`config.mk`:
```
export PLATFORM = sky130hd
export DESIGN_NAME = event_counter_control
export DESIGN_NICKNAME = d
export VERILOG_FILES = /design/src/rtl/evc_pkg.sv /design/src/rtl/evc_sync2.sv /design/src/rtl/evc_core.sv /design/src/rtl/event_counter_control.sv
export VERILOG_INCLUDE_DIRS = /design/src /design/src/rtl
export SDC_FILE = /design/constraint.sdc
export NUM_CORES = 1
export LEC_CHECK = 0
export BUFFER_PORTS_ARGS = -buffer_cell sky130_fd_sc_hd__buf_4
export CAP_MARGIN = 20
export CORE_AREA = 10 10 116 118
export CTS_CLUSTER_DIAMETER = 60
export DETAILED_ROUTE_END_ITERATION = 6
export DIE_AREA = 0 0 126 128
export GPL_ROUTABILITY_DRIVEN = 1
export MAX_ROUTING_LAYER = met4
export PLACE_DENSITY = 0.77
export SLEW_MARGIN = 20
export SYNTH_ARGS = -nofsm -noshare
export SYNTH_HDL_FRONTEND = slang
export SYNTH_HIERARCHICAL = 1
export SYNTH_SLANG_ARGS = --single-unit
```
`constraint.sdc`:
```
create_clock -name clk_sys_i -period 2.8 [get_ports clk_sys_i]
set_clock_uncertainty 0.2 [all_clocks]
set_input_delay 0.14 -clock clk_sys_i [delete_from_list [all_inputs] [get_ports clk_sys_i]]
set_output_delay 0.14 -clock clk_sys_i [all_outputs]
set_load 0.01 [all_outputs]
```
`src/rtl/evc_map.svh`:
```
`ifndef EVC_MAP_SVH
`define EVC_MAP_SVH

// Register byte offsets on the Avalon-MM slave
`define EVC_OFF_CTRL_A 8'h00
`define EVC_OFF_CTRL_B 8'h04
`define EVC_OFF_DATA_A 8'h08
`define EVC_OFF_DATA_B 8'h0c
`define EVC_OFF_STATUS 8'h10
`define EVC_OFF_MASK 8'h14

// Control register field positions
`define EVC_MODE_HI 7
`define EVC_MODE_LO 6
`define EVC_SRC_BIT 5
`define EVC_RUN_BIT 4
`define EVC_EDGE_BIT 3
`define EVC_DIV_HI 2
`define EVC_DIV_LO 0

// Status and mask bit positions
`define EVC_IRQ_A_BIT 0
`define EVC_IRQ_B_BIT 1

// Reset values
`define EVC_CTRL_RST 8'h08
`define EVC_PRE_RST 8'h00
`define EVC_CNT_RST 8'h00
`define EVC_IRQ_RST 2'h0
`define EVC_RDATA_RST 32'h0000_0000

// Counter and divider limits
`define EVC_CNT_MAX 8'hff
`define EVC_DIV_ALL 7'h7f
`define EVC_DIV_ONE 7'h01

`endif

```
`src/rtl/evc_pkg.sv`:
```
package evc_pkg;

    // Operating modes in mode field encoding order
    typedef enum logic [1:0] {
        MODE_NONE,
        MODE_EVENT,
        MODE_TIMER,
        MODE_PWM
    } mode_t;

    // State of one counter channel
    typedef struct packed {
        logic [6:0] div;     // Free prescaler tick counter
        logic [7:0] count;   // Live counter value
        logic prev;          // Source level last cycle
        logic meas;          // Pulse width window open
        logic ovf;           // Overflow pulse
    } core_state_t;

    // State of the two-stage pin synchroniser
    typedef struct packed {
        logic [1:0] s1;      // First stage
        logic [1:0] s2;      // Second stage
    } sync_state_t;

    // State of the register and bus block
    typedef struct packed {
        logic [7:0] ctrl_a;  // Counter A control
        logic [7:0] ctrl_b;  // Counter B control
        logic [7:0] pre_a;   // Counter A preload
        logic [7:0] pre_b;   // Counter B preload
        logic [1:0] status;  // Sticky overflow flags
        logic [1:0] mask;    // Interrupt enables
        logic waitreq;       // Avalon waitrequest
        logic [31:0] rdata;  // Avalon read data
        logic irq;           // Interrupt output
    } top_state_t;

endpackage : evc_pkg

```
`src/rtl/evc_sync2.sv`:
```
module evc_sync2 (
    input wire logic clk_sys_i,      // System clock
    input wire logic rstn_i,         // Synchronous reset, active low
    input wire logic [1:0] async_i,  // Pin levels
    output logic [1:0] sync_o        // Synchronised levels
);

    evc_pkg::sync_state_t st_r;   // Registered state
    evc_pkg::sync_state_t st_nxt; // Next state

    // Second stage only reads the first
    always_comb
    begin
        st_nxt = st_r;
        st_nxt.s1 = async_i;
        st_nxt.s2 = st_r.s1;
    end

    // Register the state
    always_ff @(posedge clk_sys_i)
    begin
        if (!rstn_i)
        begin
            st_r <= '0;
        end
        else
        begin
            st_r <= st_nxt;
        end
    end

    assign sync_o = st_r.s2;

endmodule : evc_sync2

```
`src/rtl/evc_core.sv`:
```
`include "evc_map.svh"

module evc_core (
    input wire logic clk_sys_i,       // System clock
    input wire logic rstn_i,          // Synchronous reset, active low
    input wire logic [1:0] mode_i,    // Mode field
    input wire logic run_i,           // Run bit
    input wire logic edge_i,          // Edge select bit
    input wire logic [2:0] div_i,     // Divider field
    input wire logic pulse_src_i,     // Source is a pulse signal
    input wire logic src_i,           // Selected external source
    input wire logic psc_tick_i,      // Prescaler clock tick
    input wire logic [7:0] preload_i, // Preload value
    input wire logic load_i,          // Preload write strobe
    input wire logic [7:0] load_val_i, // Value being written
    output logic [7:0] count_o,       // Counter value
    output logic ovf_o                // Overflow pulse
);

    evc_pkg::core_state_t st_r;   // Registered state
    evc_pkg::core_state_t st_nxt; // Next state
    evc_pkg::mode_t mode;         // Decoded mode
    logic rise;                   // Source rising edge
    logic fall;                   // Source falling edge
    logic [6:0] lim;              // Divider tick mask
    logic div_tick;               // Divided internal clock
    logic start;                  // Measurement opens
    logic stop;                   // Measurement closes
    logic inc;                    // Count this cycle

    // Edges, divider and count decision
    always_comb
    begin
        st_nxt = st_r;
        mode = evc_pkg::mode_t'(mode_i);
        rise = src_i & ~st_r.prev;
        fall = ~src_i & st_r.prev;
        lim = (`EVC_DIV_ONE << div_i) - `EVC_DIV_ONE;
        div_tick = psc_tick_i & ((st_r.div & lim) == lim);
        start = edge_i ? rise : fall;
        stop = edge_i ? fall : rise;
        inc = 1'b0;
        st_nxt.prev = src_i;
        st_nxt.ovf = 1'b0;
        if (psc_tick_i)
        begin
            st_nxt.div = st_r.div + `EVC_DIV_ONE;
        end
        case (mode)
            // External edges, prescaler unused
            evc_pkg::MODE_EVENT:
            begin
                if (pulse_src_i)
                begin
                    inc = run_i & rise;
                end
                else
                begin
                    inc = run_i & (edge_i ? fall : rise);
                end
            end
            // Divided internal clock
            evc_pkg::MODE_TIMER:
            begin
                inc = run_i & div_tick;
            end
            // Internal clock gated by source window
            evc_pkg::MODE_PWM:
            begin
                if (!run_i)
                begin
                    st_nxt.meas = 1'b0;
                end
                else if (start)
                begin
                    st_nxt.meas = 1'b1;
                end
                else if (stop)
                begin
                    st_nxt.meas = 1'b0;
                end
                inc = run_i & st_r.meas & div_tick;
            end
            // Code 00 never counts
            default:
            begin
                st_nxt.meas = 1'b0;
            end
        endcase
        if (load_i && !run_i)
        begin
            st_nxt.count = load_val_i;
        end
        else if (inc)
        begin
            if (st_r.count == `EVC_CNT_MAX)
            begin
                st_nxt.count = preload_i;
                st_nxt.ovf = 1'b1;
            end
            else
            begin
                st_nxt.count = st_r.count + 8'h01;
            end
        end
    end

    // Register the state
    always_ff @(posedge clk_sys_i)
    begin
        if (!rstn_i)
        begin
            st_r <= '0;
        end
        else
        begin
            st_r <= st_nxt;
        end
    end

    assign count_o = st_r.count;
    assign ovf_o = st_r.ovf;
endmodule : evc_core

```
`src/rtl/event_counter_control.sv`:
```
// Contract
// - Counter A mode: 01 event, 10 timer, 11 width
// - Counter B mode uses same encoding
// - Run bit high counts, low stops
// - Divider field divides prescaler clock by 2^n
// - External source ignores divider setting
// - Event mode: edge 0 rising, 1 falling
// - Width mode edge 0: falling starts, rising stops
// - Counter A source: pin or comparator debounced
// - Counter B source: pin or comparator pulse
// - Pulse source in event mode ignores edge
// - Count to FFH, flag, reload, continue
// - Stopped preload loads now, running at overflow
`include "evc_map.svh"

module event_counter_control (
    input wire logic clk_sys_i,         // System clock, 10 MHz
    input wire logic rstn_i,            // Synchronous reset, active low
    input wire logic [7:0] address_i,   // Avalon byte address
    input wire logic read_i,            // Avalon read
    input wire logic write_i,           // Avalon write
    input wire logic [31:0] writedata_i, // Avalon write data
    input wire logic [3:0] byteenable_i, // Avalon byte enables
    output logic [31:0] readdata_o,     // Avalon read data
    output logic waitrequest_o,         // Avalon waitrequest
    input wire logic psc_tick_i,        // Prescaler clock tick
    input wire logic event_pin_a_i,     // Counter A event pin
    input wire logic event_pin_b_i,     // Counter B event pin
    input wire logic comparator_debounced_out_i, // Comparator level
    input wire logic comparator_pulse_event_i,   // Comparator pulse
    output logic irq_o                  // Interrupt, active high
);

    evc_pkg::top_state_t st_r;   // Registered state
    evc_pkg::top_state_t st_nxt; // Next state
    logic [1:0] pins_sync;       // Synchronised event pins
    logic src_a;                 // Counter A selected source
    logic src_b;                 // Counter B selected source
    logic [7:0] count_a;         // Counter A value
    logic [7:0] count_b;         // Counter B value
    logic ovf_a;                 // Counter A overflow pulse
    logic ovf_b;                 // Counter B overflow pulse
    logic take;                  // Bus access completes this edge
    logic wr_lane;               // Write touching the low byte
    logic load_a;                // Preload A write strobe
    logic load_b;                // Preload B write strobe
    logic [1:0] clr;             // Status bits to clear
    logic [1:0] ev;              // Overflow events
    logic [31:0] rmux;           // Read data selection

    // Event pins come from outside and are synchronised first
    evc_sync2 u_sync (
        .clk_sys_i (clk_sys_i),
        .rstn_i (rstn_i),
        .async_i ({event_pin_b_i, event_pin_a_i}),
        .sync_o (pins_sync)
    );

    // Source selection for both counters
    always_comb
    begin
        if (st_r.ctrl_a[`EVC_SRC_BIT])
        begin
            src_a = comparator_debounced_out_i;
        end
        else
        begin
            src_a = pins_sync[0];
        end
        if (st_r.ctrl_b[`EVC_SRC_BIT])
        begin
            src_b = comparator_pulse_event_i;
        end
        else
        begin
            src_b = pins_sync[1];
        end
    end

    // Counter A channel
    evc_core u_core_a (
        .clk_sys_i (clk_sys_i),
        .rstn_i (rstn_i),
        .mode_i (st_r.ctrl_a[`EVC_MODE_HI:`EVC_MODE_LO]),
        .run_i (st_r.ctrl_a[`EVC_RUN_BIT]),
        .edge_i (st_r.ctrl_a[`EVC_EDGE_BIT]),
        .div_i (st_r.ctrl_a[`EVC_DIV_HI:`EVC_DIV_LO]),
        .pulse_src_i (1'b0),
        .src_i (src_a),
        .psc_tick_i (psc_tick_i),
        .preload_i (st_r.pre_a),
        .load_i (load_a),
        .load_val_i (writedata_i[7:0]),
        .count_o (count_a),
        .ovf_o (ovf_a)
    );

    // Counter B channel; comparator pulse source counts every pulse
    evc_core u_core_b (
        .clk_sys_i (clk_sys_i),
        .rstn_i (rstn_i),
        .mode_i (st_r.ctrl_b[`EVC_MODE_HI:`EVC_MODE_LO]),
        .run_i (st_r.ctrl_b[`EVC_RUN_BIT]),
        .edge_i (st_r.ctrl_b[`EVC_EDGE_BIT]),
        .div_i (st_r.ctrl_b[`EVC_DIV_HI:`EVC_DIV_LO]),
        .pulse_src_i (st_r.ctrl_b[`EVC_SRC_BIT]),
        .src_i (src_b),
        .psc_tick_i (psc_tick_i),
        .preload_i (st_r.pre_b),
        .load_i (load_b),
        .load_val_i (writedata_i[7:0]),
        .count_o (count_b),
        .ovf_o (ovf_b)
    );

    // Read data selection; data offsets read the live count
    always_comb
    begin
        rmux = `EVC_RDATA_RST;
        case (address_i)
            `EVC_OFF_CTRL_A: rmux[7:0] = st_r.ctrl_a;
            `EVC_OFF_CTRL_B: rmux[7:0] = st_r.ctrl_b;
            `EVC_OFF_DATA_A: rmux[7:0] = count_a;
            `EVC_OFF_DATA_B: rmux[7:0] = count_b;
            `EVC_OFF_STATUS: rmux[1:0] = st_r.status;
            `EVC_OFF_MASK: rmux[1:0] = st_r.mask;
            // Unmapped offsets read zero
            default: rmux = `EVC_RDATA_RST;
        endcase
    end

    // Bus slave, register writes and interrupt status
    always_comb
    begin
        st_nxt = st_r;
        take = (read_i | write_i) & ~st_r.waitreq;
        wr_lane = take & write_i & byteenable_i[0];
        load_a = wr_lane && address_i == `EVC_OFF_DATA_A;
        load_b = wr_lane && address_i == `EVC_OFF_DATA_B;
        clr = 2'h0;
        ev = {ovf_b, ovf_a};
        // One wait cycle, then the access completes
        if ((read_i || write_i) && st_r.waitreq)
        begin
            st_nxt.waitreq = 1'b0;
            st_nxt.rdata = rmux;
        end
        else
        begin
            st_nxt.waitreq = 1'b1;
        end
        // Register writes on the low byte lane
        if (wr_lane)
        begin
            case (address_i)
                `EVC_OFF_CTRL_A: st_nxt.ctrl_a = writedata_i[7:0];
                `EVC_OFF_CTRL_B: st_nxt.ctrl_b = writedata_i[7:0];
                // Preload always stored, used at next overflow
                `EVC_OFF_DATA_A: st_nxt.pre_a = writedata_i[7:0];
                `EVC_OFF_DATA_B: st_nxt.pre_b = writedata_i[7:0];
                `EVC_OFF_STATUS: clr = writedata_i[1:0];
                `EVC_OFF_MASK: st_nxt.mask = writedata_i[1:0];
                // Unmapped writes are dropped
                default: clr = 2'h0;
            endcase
        end
        // New overflow wins over a clear in the same cycle
        st_nxt.status = (st_r.status & ~clr) | ev;
        st_nxt.irq = |(st_nxt.status & st_nxt.mask);
    end

    // Register the state
    always_ff @(posedge clk_sys_i)
    begin
        if (!rstn_i)
        begin
            st_r.ctrl_a <= `EVC_CTRL_RST;
            st_r.ctrl_b <= `EVC_CTRL_RST;
            st_r.pre_a <= `EVC_PRE_RST;
            st_r.pre_b <= `EVC_PRE_RST;
            st_r.status <= `EVC_IRQ_RST;
            st_r.mask <= `EVC_IRQ_RST;
            st_r.waitreq <= 1'b1;
            st_r.rdata <= `EVC_RDATA_RST;
            st_r.irq <= 1'b0;
        end
        else
        begin
            st_r <= st_nxt;
        end
    end

    assign readdata_o = st_r.rdata;
    assign waitrequest_o = st_r.waitreq;
    assign irq_o = st_r.irq;
endmodule : event_counter_control

```
==> results.txt, run 1 <==
- Peak supply drop: about 0.00037 V
- After routing the design area is 5510 sq um.
- Leftover overflow at the end of global routing: 0
- The flow ran to the end, and the final reports show no timing, DRC or antenna violations.
* Starting utilization of the core area: 0.441
- Number of synthesized flops with an enable pin: 0
- For the final routed database, the setup TNS stands at 0 ps.
- Maximum number of pins on one net before global-route repair: 67
- # DRC: 0
* Post-CTS clock slew at the launch and capture registers of the worst setup and hold paths: around 70 ps
* Violation count after the first detailed-route iteration: 246
- The share of the Yosys chip area taken by registers is 0.348.
- Setup violations remaining at the end of the flow were counted as 0.
- Of the post-synthesis cell area, the dominant cell type holds 0.348.
- Max Buffers Root-to-Sink: 2
- Fraction of layout cells with a size suffix above 1: 0.150
- Number of CTS-inserted buffers: 9
- Count of standard-cell rows: 39
* Worst-skew pair later-pin latency: 340 ps
- After layout, the design draws a total of 2.65 mW.
* Share of synthesized registers carrying an async set or reset: 0
* Master cell of the clock root buffer: clkbuf_16
- Die outline area: 16100 sq um
* Final RePlAce weighted congestion: just over 0.9
- Hold WS: between 0.7 and 0.8 ps
- Final Cycle Share: 0.928
- Biggest area contributors in the synthesized netlist: dfxtp_1, mux2i_1, buf_4
* R2R Path Start: st_r[67]$_SDFFE_PN0P_
- Largest area contributor in the synthesized netlist: dfxtp_1
- In this run the tightest slew margin relative to its limit is 0.540.
- The worst register-to-register path has a depth of 7.
* Utilization after layout: 0.491
- After detailed routing, the number of vias per cell comes to 5.50.
- The count of nets left with antenna violations once routing finished came out at 0.
* Die extent in y: 128 microns
- The synthesized design contains 86 register bits.
- In the synthesized netlist, the number of instances is ~550.
- The first global-routing pass estimated 19.4 mm of wire.
* Number of slew-limit violations in the final report: 0
* Hold Path Depth: 4
* Hold path startpoint: address_i[0]
* Growth of design area from synthesis to finish: 11.2%
* Worst Max-Slew Pin Slew: approximately 690 ps
- CTS tree: built
* Highest net fanout along the worst path: 14
* Number of global-route vias before repair: 4000
- 87 I/O pins were placed.
- Min-Delay Endpoint: readdata_o[0]$_SDFFE_PN0P_
* Maximum clock rate: 385 MHz
* Most instantiated library cell after synthesis: dfxtp_1
* Total Routing Usage GR: 0.148
- Arr. time, crit path: 2630 ps
* Fin crit period: roughly 2600 ps
- Fill cells in the final layout number between 1000 and 1500.
* Yosys warns: 6
- The endpoint identified for the worst register-to-register timing path is u_core_a/count_o[5]$_SDFFE_PN0P_.
- The number of antenna violations at the first check in global routing came to 0.
- Slack of the worst reg-to-reg path: 200 ps
- The commonest cells after synthesis are dfxtp_1, nand2_1, buf_4.
- Summing all flip-flop and latch instances after layout gives 1720 sq um.
- STA classifies the critical path endpoint as a flip-flop.
- Data on the critical path is required at its endpoint by 2830 ps.
* Area occupied by multi-input gates: 2810 sq um
- Unrepaired setup endpoints after global routing: false
* Leak: 2.26 nW
- Dpl cell area: 5090 sq um
* Post-synthesis instance area: 4950 sq um
- After clock tree synthesis, the setup repair step added 0 buffers.
* Number of distinct library cells after synthesis: 65
- WL/cell: 16.5 microns
* Total number of vias: 3941
- The die is about 130 microns wide.
* Detailed Route WL: approximately 12 mm
* Count of inserted antenna diode cells: 0
* Power density relative to cell area: ~480 nW/um^2
* H-tree depth: 3
* Number of hold violations in the final report: 0
- For this run, the leading register cell type out of synthesis is dfxtp_1.
- Port buffering added 35 buffers.
* Number of nets in the layout: 634
- Before antenna repair, the detailed router went through 7 iterations.
- Post-detail-place hpwl: 8.69 mm
* Num Clock Sinks: 86
- Across the run, the number of max-cap violations was 0.
- Hold WC Path Type: input pin to flip-flop
- The critical path is of the flip-flop to flip-flop type.
- Mean post-synth cell area: 9.05 sq um
- Floorplan core area: 11200 sq um
- Type of origin of the critical path: flip-flop
==> where the power goes <==
| part | leakage (nW) | internal (mW) | switching, mW |
|---|---|---|---|
| clock | 0.149 | 0.720 | 0.506 |
| combinational | 1.41 | 0.0736 | 0.101 |
| sequential | 0.695 | 1.24 | 0.0135 |
==> sequential cells by signal, summed over array words and instances (netlist names), 2 cells and up <==
register,flops
u_core_a/st_r,9
readdata_o,8
u_core_b/count_o,8
st_r,36
u_core_b/st_r,9
u_sync/sync_o,2
u_core_a/count_o,8
u_sync/st_nxt,2
==> worst max-delay path, stage by stage (launching register included) <==
cell     delay (ps)
dfxtp_1         370
mux2_2          390
or2b_1          160
mux2i_1          90
a41o_1          270
a41oi_2         570
or2b_1          280
and3_1          160
==> cell type report <==
type / count / area share
multi-input cells: 403 / 0.511
flip-flops and latches: 86 / 0.313
repair buffers: 53 / 0.0773
clock buffers: 10 / 0.0434
well taps: 143 / 0.0325
clock inverters: 6 / 0.0125
inverters: 16 / 0.0109
==> repair_timing <==
item,CTS,global route
gates resized for setup,0,0
hold buffers,11,0
endpoints found under the hold margin,34,0
==> cell families after synthesis <==
family / synth area share
AO/OA/AOI/OAI: 0.123
adder cells (fa/ha/maj): 0.0303
XOR/XNOR: 0.0354
AND/OR/NAND/NOR: 0.221
multiplexers: 0.138
buffers and inverters: 0.103
other: 0.000757
flip-flops: 0.348
==> routing by layer <==
layer	part of all wire	up-vias	GRT usage	routed length (microns)
li1	-	1883	-	-
met3	0.077	26	0.0447	909
met2	0.49	169	0.252	5850
met1	0.41	1863	0.162	4800
met5	0	-	-	0
met4	0.023	0	0.0516	272
==> per-stage QoR <==
| stage | worst slack, ps | instances |
|---|---|---|
| after floorplan | 543 | 571 |
| after detailed placement | 242 | 690 |
| after global placement | 306 | 690 |
| final | 200 | 717 |
| after CTS | 227 | 717 |
| after global routing | 22.6 | 717 |
==> cells in the final DEF (no fill, tap or decap), drive strengths merged, types with 9 or more instances in the layout <==
master / n
clkbuf: 10
nor2: 16
and3: 9
dlygate4sd3: 11
ha: 12
o21ai: 30
conb: 25
nor2b: 27
a21oi: 14
nand4: 13
buf: 42
dfxtp: 86
and2: 20
xnor2: 16
inv: 17
nand3: 15
nand2: 74
mux2i: 46
==> how the worst max path moves through the flow <==
| stage | startpoint | depth (start not counted) | slack [ps] | to |
|---|---|---|---|---|
| 2_1_floorplan | address_i[4] | 9 | 540 | u_core_a/count_o[2]$_SDFFE_PN0P_ |
| 3_3_place_gp | st_r[67]$_SDFFE_PN0P_ | 7 | 310 | u_core_a/count_o[5]$_SDFFE_PN0P_ |
| 3_5_place_dp | st_r[67]$_SDFFE_PN0P_ | 7 | 240 | u_core_a/count_o[5]$_SDFFE_PN0P_ |
| 4_1_cts | st_r[67]$_SDFFE_PN0P_ | 7 | 230 | u_core_a/count_o[5]$_SDFFE_PN0P_ |
| 5_1_grt | address_i[1] | 10 | 20 | u_core_a/count_o[0]$_SDFFE_PN0P_ |
| 6_report | st_r[67]$_SDFFE_PN0P_ | 7 | 200 | u_core_a/count_o[5]$_SDFFE_PN0P_ |
No activity file was read; power rests on OpenSTA's default activity.
==> run 2, diff against run 1 <==
--- a/config.mk
+++ b/config.mk
@@ -8,14 +8,15 @@
 export LEC_CHECK = 0
 export BUFFER_PORTS_ARGS = -buffer_cell sky130_fd_sc_hd__buf_4
 export CAP_MARGIN = 20
-export CORE_AREA = 10 10 116 118
+export CELL_PAD_IN_SITES_DETAIL_PLACEMENT = 0
+export CELL_PAD_IN_SITES_GLOBAL_PLACEMENT = 1
+export CORE_AREA = 10 10 125 115
 export CTS_CLUSTER_DIAMETER = 60
 export DETAILED_ROUTE_END_ITERATION = 6
-export DIE_AREA = 0 0 126 128
+export DIE_AREA = 0 0 135 125
 export GPL_ROUTABILITY_DRIVEN = 1
 export MAX_ROUTING_LAYER = met4
-export PLACE_DENSITY = 0.77
-export SLEW_MARGIN = 20
+export PLACE_DENSITY = 0.91
 export SYNTH_ARGS = -nofsm -noshare
 export SYNTH_HDL_FRONTEND = slang
 export SYNTH_HIERARCHICAL = 1
==> results.txt, run 2 (same netlist as run 1, synthesis figures left out) <==
- Outcome: complete, no violations (unchanged).
- Count of standard-cell rows: 38 (was 39)
- Leftover overflow at the end of global routing: 0 (unchanged)
- The iteration-0 DRC count of the detailed router is 359 (was 246).
- The sort of element at the end of the critical path was a flip-flop (unchanged).
- Max FFs per register: 36 (unchanged)
* Floorplan core area: 11800 sq um (was 11200 sq um)
* Detailed-route vias per instance: 5.31 (was 5.50)
* Worst Max-Slew Pin Slew: 687 ps (was 690 ps)
- The sort of element at the start of the critical path was an input pin (was flip-flop).
- I/O pins: 87 (unchanged)
- The initial core utilization came to 0.418 (was 0.441).
- The number of antenna violations at the first check in global routing is 0 (unchanged).
* Slack of the worst reg-to-reg path: 230 ps (was 200 ps)
- ANT nets after route: 0 (unchanged)
- Hold path startpoint: comparator_pulse_event_i (was address_i[0])
* Register ranked first by flip-flop count: st_r (unchanged)
- The detailed-placement wirelength estimate is 8.73 mm (was 8.69 mm).
- The largest delay contributor family on the critical path is simple AND/OR/NAND/NOR gates (was compound AO/OA/AOI/OAI gates).
* Placement Setup Slack: 223 ps (was 242 ps)
- The power density relative to cell area was 472 nW/um^2 (was 481 nW/um^2).
- Fin crit period: 2600 ps (about the same)
- The total routed wirelength is 12.0 mm (was 11.8 mm).
* Maximum cell stage delay along the critical path: 550 ps (was 570 ps)
* CTS tree: built (unchanged)
- The final sum of negative setup slack came to 0 ps (unchanged).
- The worst path setup slack after routing was 195 ps (was 200 ps).
- The relative slew slack is 0.542 (was 0.540).
- Maximum clock rate: 384 MHz (was 385 MHz)
- The average wire per standard cell was 16.4 microns (was 16.5 microns).
* Total Routing Usage GR: 0.145 (was 0.148)
- Die extent in y: 125 microns (was 128 microns)
- The level count of the clock H-tree is 3 (unchanged).
- Buf+Inv Stages, Crit Path: 2 (was 0)
- Total number of vias: 3895 (was 3941)
- The largest net degree at the start of global routing came to 69 (was 67).
- Highest-count cells in the layout ignoring fill and taps: dfxtp_1, nand2_1, mux2i_1, buf_4, o21ai_0 (unchanged)
- Largest registers ranked by flip-flop count: st_r x36, u_core_a/st_r x9, u_core_b/st_r x9 (unchanged).
- Number of global-route vias before repair: 3714 (was 4000)
- The chip width was 135 microns (was 126 microns).
- Critical register-to-register path endpoint: u_core_a/count_o[5]$_SDFFE_PN0P_ (unchanged)
- The top fanout value on the critical path came to 14 (unchanged).
- The endpoint of the worst hold path is u_core_b/st_r[2]$_SDFF_PN0_ (was readdata_o[0]$_SDFFE_PN0P_).
* Worst-skew pair later-pin latency: 340 ps (about the same)
* CP required: 2880 ps (was 2830 ps)
* Global-route wire length before repair: 19.2 mm (was 19.4 mm)
- Cell Chain, Critical Path: dlygate4sd3_1 -> buf_4 -> nor2_1 -> nand3_4 -> nor3_1 -> nor2b_1 -> a41o_1 -> a41oi_2 -> or3_1 -> a21boi_1 (was mux2_2 -> or2b_1 -> mux2i_1 -> a41o_1 -> a41oi_2 -> or2b_1 -> and3_1).
- The arrival time at the worst endpoint was 2680 ps (was 2630 ps).
- The cell at the root of the clock tree is clkbuf_16 (unchanged).
- Max stage delay cell, worst path: dlygate4sd3_1 (was a41oi_2)
* Number of CTS-inserted buffers: 9 (unchanged)
- Final Setup Violations: 0 (unchanged)
* Unrepaired setup endpoints after global routing: false (unchanged)
* Post-CTS clock slew at the launch and capture registers of the worst setup and hold paths: 60 ps (was 70 ps)
- Final RePlAce weighted congestion: 0.862 (was 0.905)
- R2R Path Start: st_r[67]$_SDFFE_PN0P_ (unchanged)
- The area added between synthesis and finish came to 11.6% (was 11.2%).
* Hold Path Depth: 3 (was 4)
- Number of slew-limit violations in the final report: 0 (unchanged)
- The worst hold margin came to 20.0 ps (was 0.734 ps).
* Peak supply drop: 0.000303 V (was 0.000372 V)
- Count of inserted antenna diode cells: 0 (unchanged)
- Pre-antenna DRT Iters: 5 (was 7)
- Max cap viols: 0 (unchanged)
- The static power due to leakage is 2.25 nW (was 2.26 nW).
- Buffers on Ports: 35 (unchanged)
- The number of buffers on the longest clock path came to 2 (unchanged).
- Die outline area: 16900 sq um (was 16100 sq um)
- Number of nets in the layout: 635 (was 634)
- The number of cells on the worst reg-to-reg path came to 7 (unchanged).
- Fraction of layout cells with a size suffix above 1: 0.145 (was 0.150)
- The most common library cell in the layout ignoring fill and taps is dfxtp_1 (unchanged).
* Number of hold violations in the final report: 0 (unchanged)
* Final Cycle Share: 0.930 (was 0.928)
- Hold WC Path Type: input pin to flip-flop (unchanged)
- Num Clock Sinks: 86 (unchanged)
- The post-route DRC violation count is 0 (unchanged).
- Setup CP Type: input pin to flip-flop (was flip-flop to flip-flop)
==> run 2: per-layer routing <==
layer,vias to the layer above,global-route usage,wire length [microns]
met4,0,0.0468,214
met1,1853,0.181,5340
li1,1887,-,-
met3,19,0.0436,883
met5,-,-,0
met2,136,0.219,5590
==> run 2: power by group <==
group / leakage (nW) / internal, mW / switching (mW)
Combinational: 1.42 / 0.0763 / 0.106
Sequential: 0.695 / 1.24 / 0.0130
Clock: 0.141 / 0.707 / 0.466
==> run 2: per-stage QoR <==
| step | total power, mW | utilization | instances | cell area (sq um) |
|---|---|---|---|---|
| 2_1_floorplan | 1.39 | - | 571 | 5040 |
| 3_5_place_dp | 1.44 | 0.430 | 705 | 5090 |
| 6_report | 2.61 | 0.467 | 734 | 5530 |
| 4_1_cts | 2.63 | 0.467 | 734 | 5520 |
| 5_1_grt | 2.68 | 0.467 | 734 | 5530 |
| 3_3_place_gp | 1.44 | 0.430 | 705 | 5090 |
==> run 2: repair_timing <==
item                                    CTS  global route
endpoints found under the setup margin    0             5
hold endpoints to repair                 40             0
setup buffers                             0             0
hold buffers                             14             0
resized for setup                         0             1
==> run 2: worst max-delay path by stage <==
stage | startpoint | depth (start not counted) | slack (ps) | endpoint
after floorplan | address_i[4] | 9 | 540 | u_core_a/count_o[2]$_SDFFE_PN0P_
after global placement | st_r[67]$_SDFFE_PN0P_ | 7 | 280 | u_core_a/count_o[5]$_SDFFE_PN0P_
after detailed placement | st_r[67]$_SDFFE_PN0P_ | 7 | 220 | u_core_a/count_o[5]$_SDFFE_PN0P_
after CTS | address_i[1] | 9 | 170 | u_core_b/count_o[5]$_SDFFE_PN0P_
after global routing | address_i[1] | 10 | 9 | u_core_a/count_o[0]$_SDFFE_PN0P_
final | address_i[1] | 10 | 200 | u_core_a/count_o[0]$_SDFFE_PN0P_
==> run 2: final cells by class <==
class,instances,area [sq um]
inverters,16,60.1
multi-input cells,403,2810
well taps,160,200
clock inverters,4,47.5
repair buffers,54,440
fillers,1114,6310
flip-flops and latches,86,1720
clock buffers,11,243
==> run 2: worst reg2reg max path: stages, from the launching register on <==
cell     delay [ps]
dfxtp_1         370
mux2_2          390
or2b_1          170
mux2i_1          90
a41o_1          260
a41oi_2         570
or2b_1          280
and3_1          150
==> run 3, diff against run 2 <==
--- a/config.mk
+++ b/config.mk
@@ -6,7 +6,7 @@
 export SDC_FILE = /design/constraint.sdc
 export NUM_CORES = 1
 export LEC_CHECK = 0
-export BUFFER_PORTS_ARGS = -buffer_cell sky130_fd_sc_hd__buf_4
+export BUFFER_PORTS_ARGS = -buffer_cell sky130_fd_sc_hd__buf_2
 export CAP_MARGIN = 20
 export CELL_PAD_IN_SITES_DETAIL_PLACEMENT = 0
 export CELL_PAD_IN_SITES_GLOBAL_PLACEMENT = 1
==> results.txt, run 3 (same netlist as run 1, synthesis figures left out) <==
* Net switching component of the power: 0.628 mW (was 0.585 mW)
* Width of the die: 135 microns (unchanged)
- The number of CTS-inserted buffers came to 9 (unchanged).
* Global-route wire length before repair: 19.7 mm (was 19.2 mm)
- Number of cells on the worst reg-to-reg path: 7 (unchanged)
- Power density relative to cell area: 472 nW/um^2 (about the same)
* Peak supply drop: 0.000300 V (was 0.000303 V)
- The global routing usage on met3 is 0.0344 (was 0.0436).
- Highest net fanout along the worst path: 14 (unchanged)
- Final std cell area, no fill: 5420 sq um (was 5530 sq um)
- The area added between synthesis and finish came to 9.45% (was 11.6%).
- Buffers on Ports: 35 (unchanged)
- The relative slew slack came to 0.521 (was 0.542).
- The arrival time at the worst endpoint was 2680 ps (about the same).
- The number of clock sinks seen by CTS is 86 (unchanged).
- Post-CTS clock slew at the launch and capture registers of the worst setup and hold paths: 60 ps (about the same)
- The remaining global-route overflow came to 0 (unchanged).
* Final Setup Violations: 0 (unchanged)
- The transition at the pin with the smallest max-transition slack is 718 ps (was 687 ps).
* Type of origin of the critical path: flip-flop (was input pin)
* Setup CP Type: flip-flop to flip-flop (was input pin to flip-flop)
- Number of hold violations in the final report: 0 (unchanged)
* Number of global-route vias before repair: 3880 (was 3714)
- Placed cells: 707 (was 705)
* Combinational power share: 0.066 (was 0.070)
- H-tree depth: 3 (unchanged)
* ANT nets after route: 0 (unchanged)
- The time the final worst path needs with I/O delays and setup came to 2640 ps (was 2600 ps).
* Max cap viols: 0 (unchanged)
- Fraction of layout cells with a size suffix above 1: 0.150 (was 0.145)
* Final total negative setup slack: 0 ps (unchanged)
- The post-layout instance count excluding filler cells came to 733 (was 734).
* Post-detail-place hpwl: 8.91 mm (was 8.73 mm)
- The final critical-path share of the clock period is 0.943 (was 0.930).
- The net count of the finished layout came to 633 (was 635).
* Max Buffers Root-to-Sink: 2 (unchanged)
* Largest registers ranked by flip-flop count: st_r x36, u_core_a/st_r x9, u_core_b/st_r x9 (unchanged)
- Count of standard-cell rows: 38 (unchanged)
* Most frequent standard cell in the layout excluding fill and tap cells: dfxtp_1 (unchanged)
* Starting utilization of the core area: 0.418 (unchanged)
* Worst-skew pair later-pin latency: 350 ps (was 340 ps)
* Floorplan core area: 11800 sq um (unchanged)
* Total Routing Usage GR: 0.147 (was 0.145)
* Clk network pwr share: 0.446 (was 0.450)
- Reg power frac: 0.488 (was 0.480)
* Maximum number of pins on one net before global-route repair: 42 (was 69)
- Total number of vias: 3915 (was 3895)
* Count of inserted antenna diode cells: 0 (unchanged)
* Grt peak-use layer: met2 (unchanged)
- The final weighted congestion in routability-driven placement came to 0.885 (was 0.862).
- Pre-antenna DRT Iters: 5 (unchanged)
- # DRC: 0 (unchanged)
- Maximum clock rate: 379 MHz (was 384 MHz)
- Highest-count cells in the layout ignoring fill and taps: dfxtp_1, nand2_1, mux2i_1, buf_2, o21ai_0 (was dfxtp_1, nand2_1, mux2i_1, buf_4, o21ai_0).
- The total routed wirelength is 12.1 mm (was 12.0 mm).
- Leak: 2.22 nW (was 2.25 nW)
- The clock tree from TritonCTS is built (unchanged).
- Violation count after the first detailed-route iteration: 390 (was 359)
* Antenna violations before repair: 0 (unchanged)
- The internal power contribution came to 1.93 mW (was 2.02 mW).
* Outcome: complete, no violations (unchanged)
* Hold WC Path Type: input pin to flip-flop (unchanged)
* Detailed-route vias per instance: 5.34 (was 5.31)
- Unrepaired setup endpoints after global routing: false (unchanged)
- The register bank with the most flops is st_r (unchanged).
* Number of slew-limit violations in the final report: 0 (unchanged)
- Max FFs per register: 36 (unchanged)
- The global routing usage on met2 was 0.235 (was 0.219).
* Die outline area: 16900 sq um (unchanged)
* Capturing element type of the critical path: flip-flop (unchanged)
* Switching share of power: 0.245 (was 0.225)
* Die extent in y: 125 microns (unchanged)
- I/O pins: 87 (unchanged)
- The worst hold path stage count is 3 (unchanged).
- The cell at the root of the clock tree is clkbuf_16 (unchanged).
* CP required: 2840 ps (was 2880 ps)
- Met1 usage: 0.179 (was 0.181)
- The average wire per standard cell was 16.5 microns (was 16.4 microns).
- The area of placed instances was 5030 sq um (was 5090 sq um).
==> run 3: changes by cell type in the layout (fill, tap and decap cells not counted) <==
cell,before,now
buf_2,0,35
a311o_1,1,2
a311o_2,1,0
bufinv_16,1,0
buf_4,40,6
buf_12,0,1
clkinv_2,2,1
clkbuf_1,1,0
clkinv_4,0,4
dlygate4sd3_1,14,10
==> run 3: what timing repair did <==
action                                  in CTS  in global routing
buffers inserted                             0                  0
hold endpoints to repair                    27                  0
hold buffers                                10                  0
resized for setup                            0                  0
endpoints found under the setup margin       0                  0
==> run 3: worst max-delay path: stages, from the launching register on <==
cell,delay (ps)
dfxtp_1,380
mux2_2,390
or2b_1,170
mux2i_1,110
a41o_1,270
a41oi_2,590
or2b_1,280
and3_1,150
==> run 3: metal layers <==
metal  part of all wire  up-vias
li1                   -     1891
met1               0.45     1870
met2               0.47      137
met3              0.070       17
met4              0.013        0
met5                  0        -
==> run 3: final timing paths <==
kind	start	endpoint	slack, ps
max reg2reg	st_r[67]$_SDFFE_PN0P_	u_core_a/count_o[5]$_SDFFE_PN0P_	160
min reg2reg	u_sync/st_nxt[0]$_SDFF_PN0_	u_sync/sync_o[0]$_SDFF_PN0_	240
min	comparator_pulse_event_i	u_core_b/st_r[2]$_SDFF_PN0_	20
max	st_r[67]$_SDFFE_PN0P_	u_core_a/count_o[5]$_SDFFE_PN0P_	160
==> run 3: final cells by class <==
| cell class | count | area (sq um) |
|---|---|---|
| clock buffer | 10 | 239 |
| clock inverter | 6 | 47.5 |
| fill | 1109 | 6420 |
| inverter | 16 | 60.1 |
| multi-input combinational | 403 | 2810 |
| sequential | 86 | 1720 |
| tap | 160 | 200 |
| timing repair buffer | 52 | 340 |
==> run 3: per-stage QoR <==
stage | worst slack, ps | util | power (mW) | hold slack [ps]
final | 159 | 0.458 | 2.56 | 22.5
after global routing | 82.0 | 0.458 | 2.64 | 46.4
after global placement | 287 | 0.425 | 1.43 | 145
after detailed placement | 188 | 0.425 | 1.43 | 152
after CTS | 170 | 0.458 | 2.57 | 20.1
after floorplan | 543 | - | 1.39 | 61.7
==> run 3: power groups by stage <==
stage | Sequential (mW) | Clock, mW | Combinational, mW
global route | 1.25 | 1.20 | 0.184
detailed placement | 1.28 | 0 | 0.154
global placement | 1.28 | 0 | 0.152
finish | 1.25 | 1.14 | 0.169
CTS | 1.25 | 1.16 | 0.166
floorplan | 1.27 | 0 | 0.117
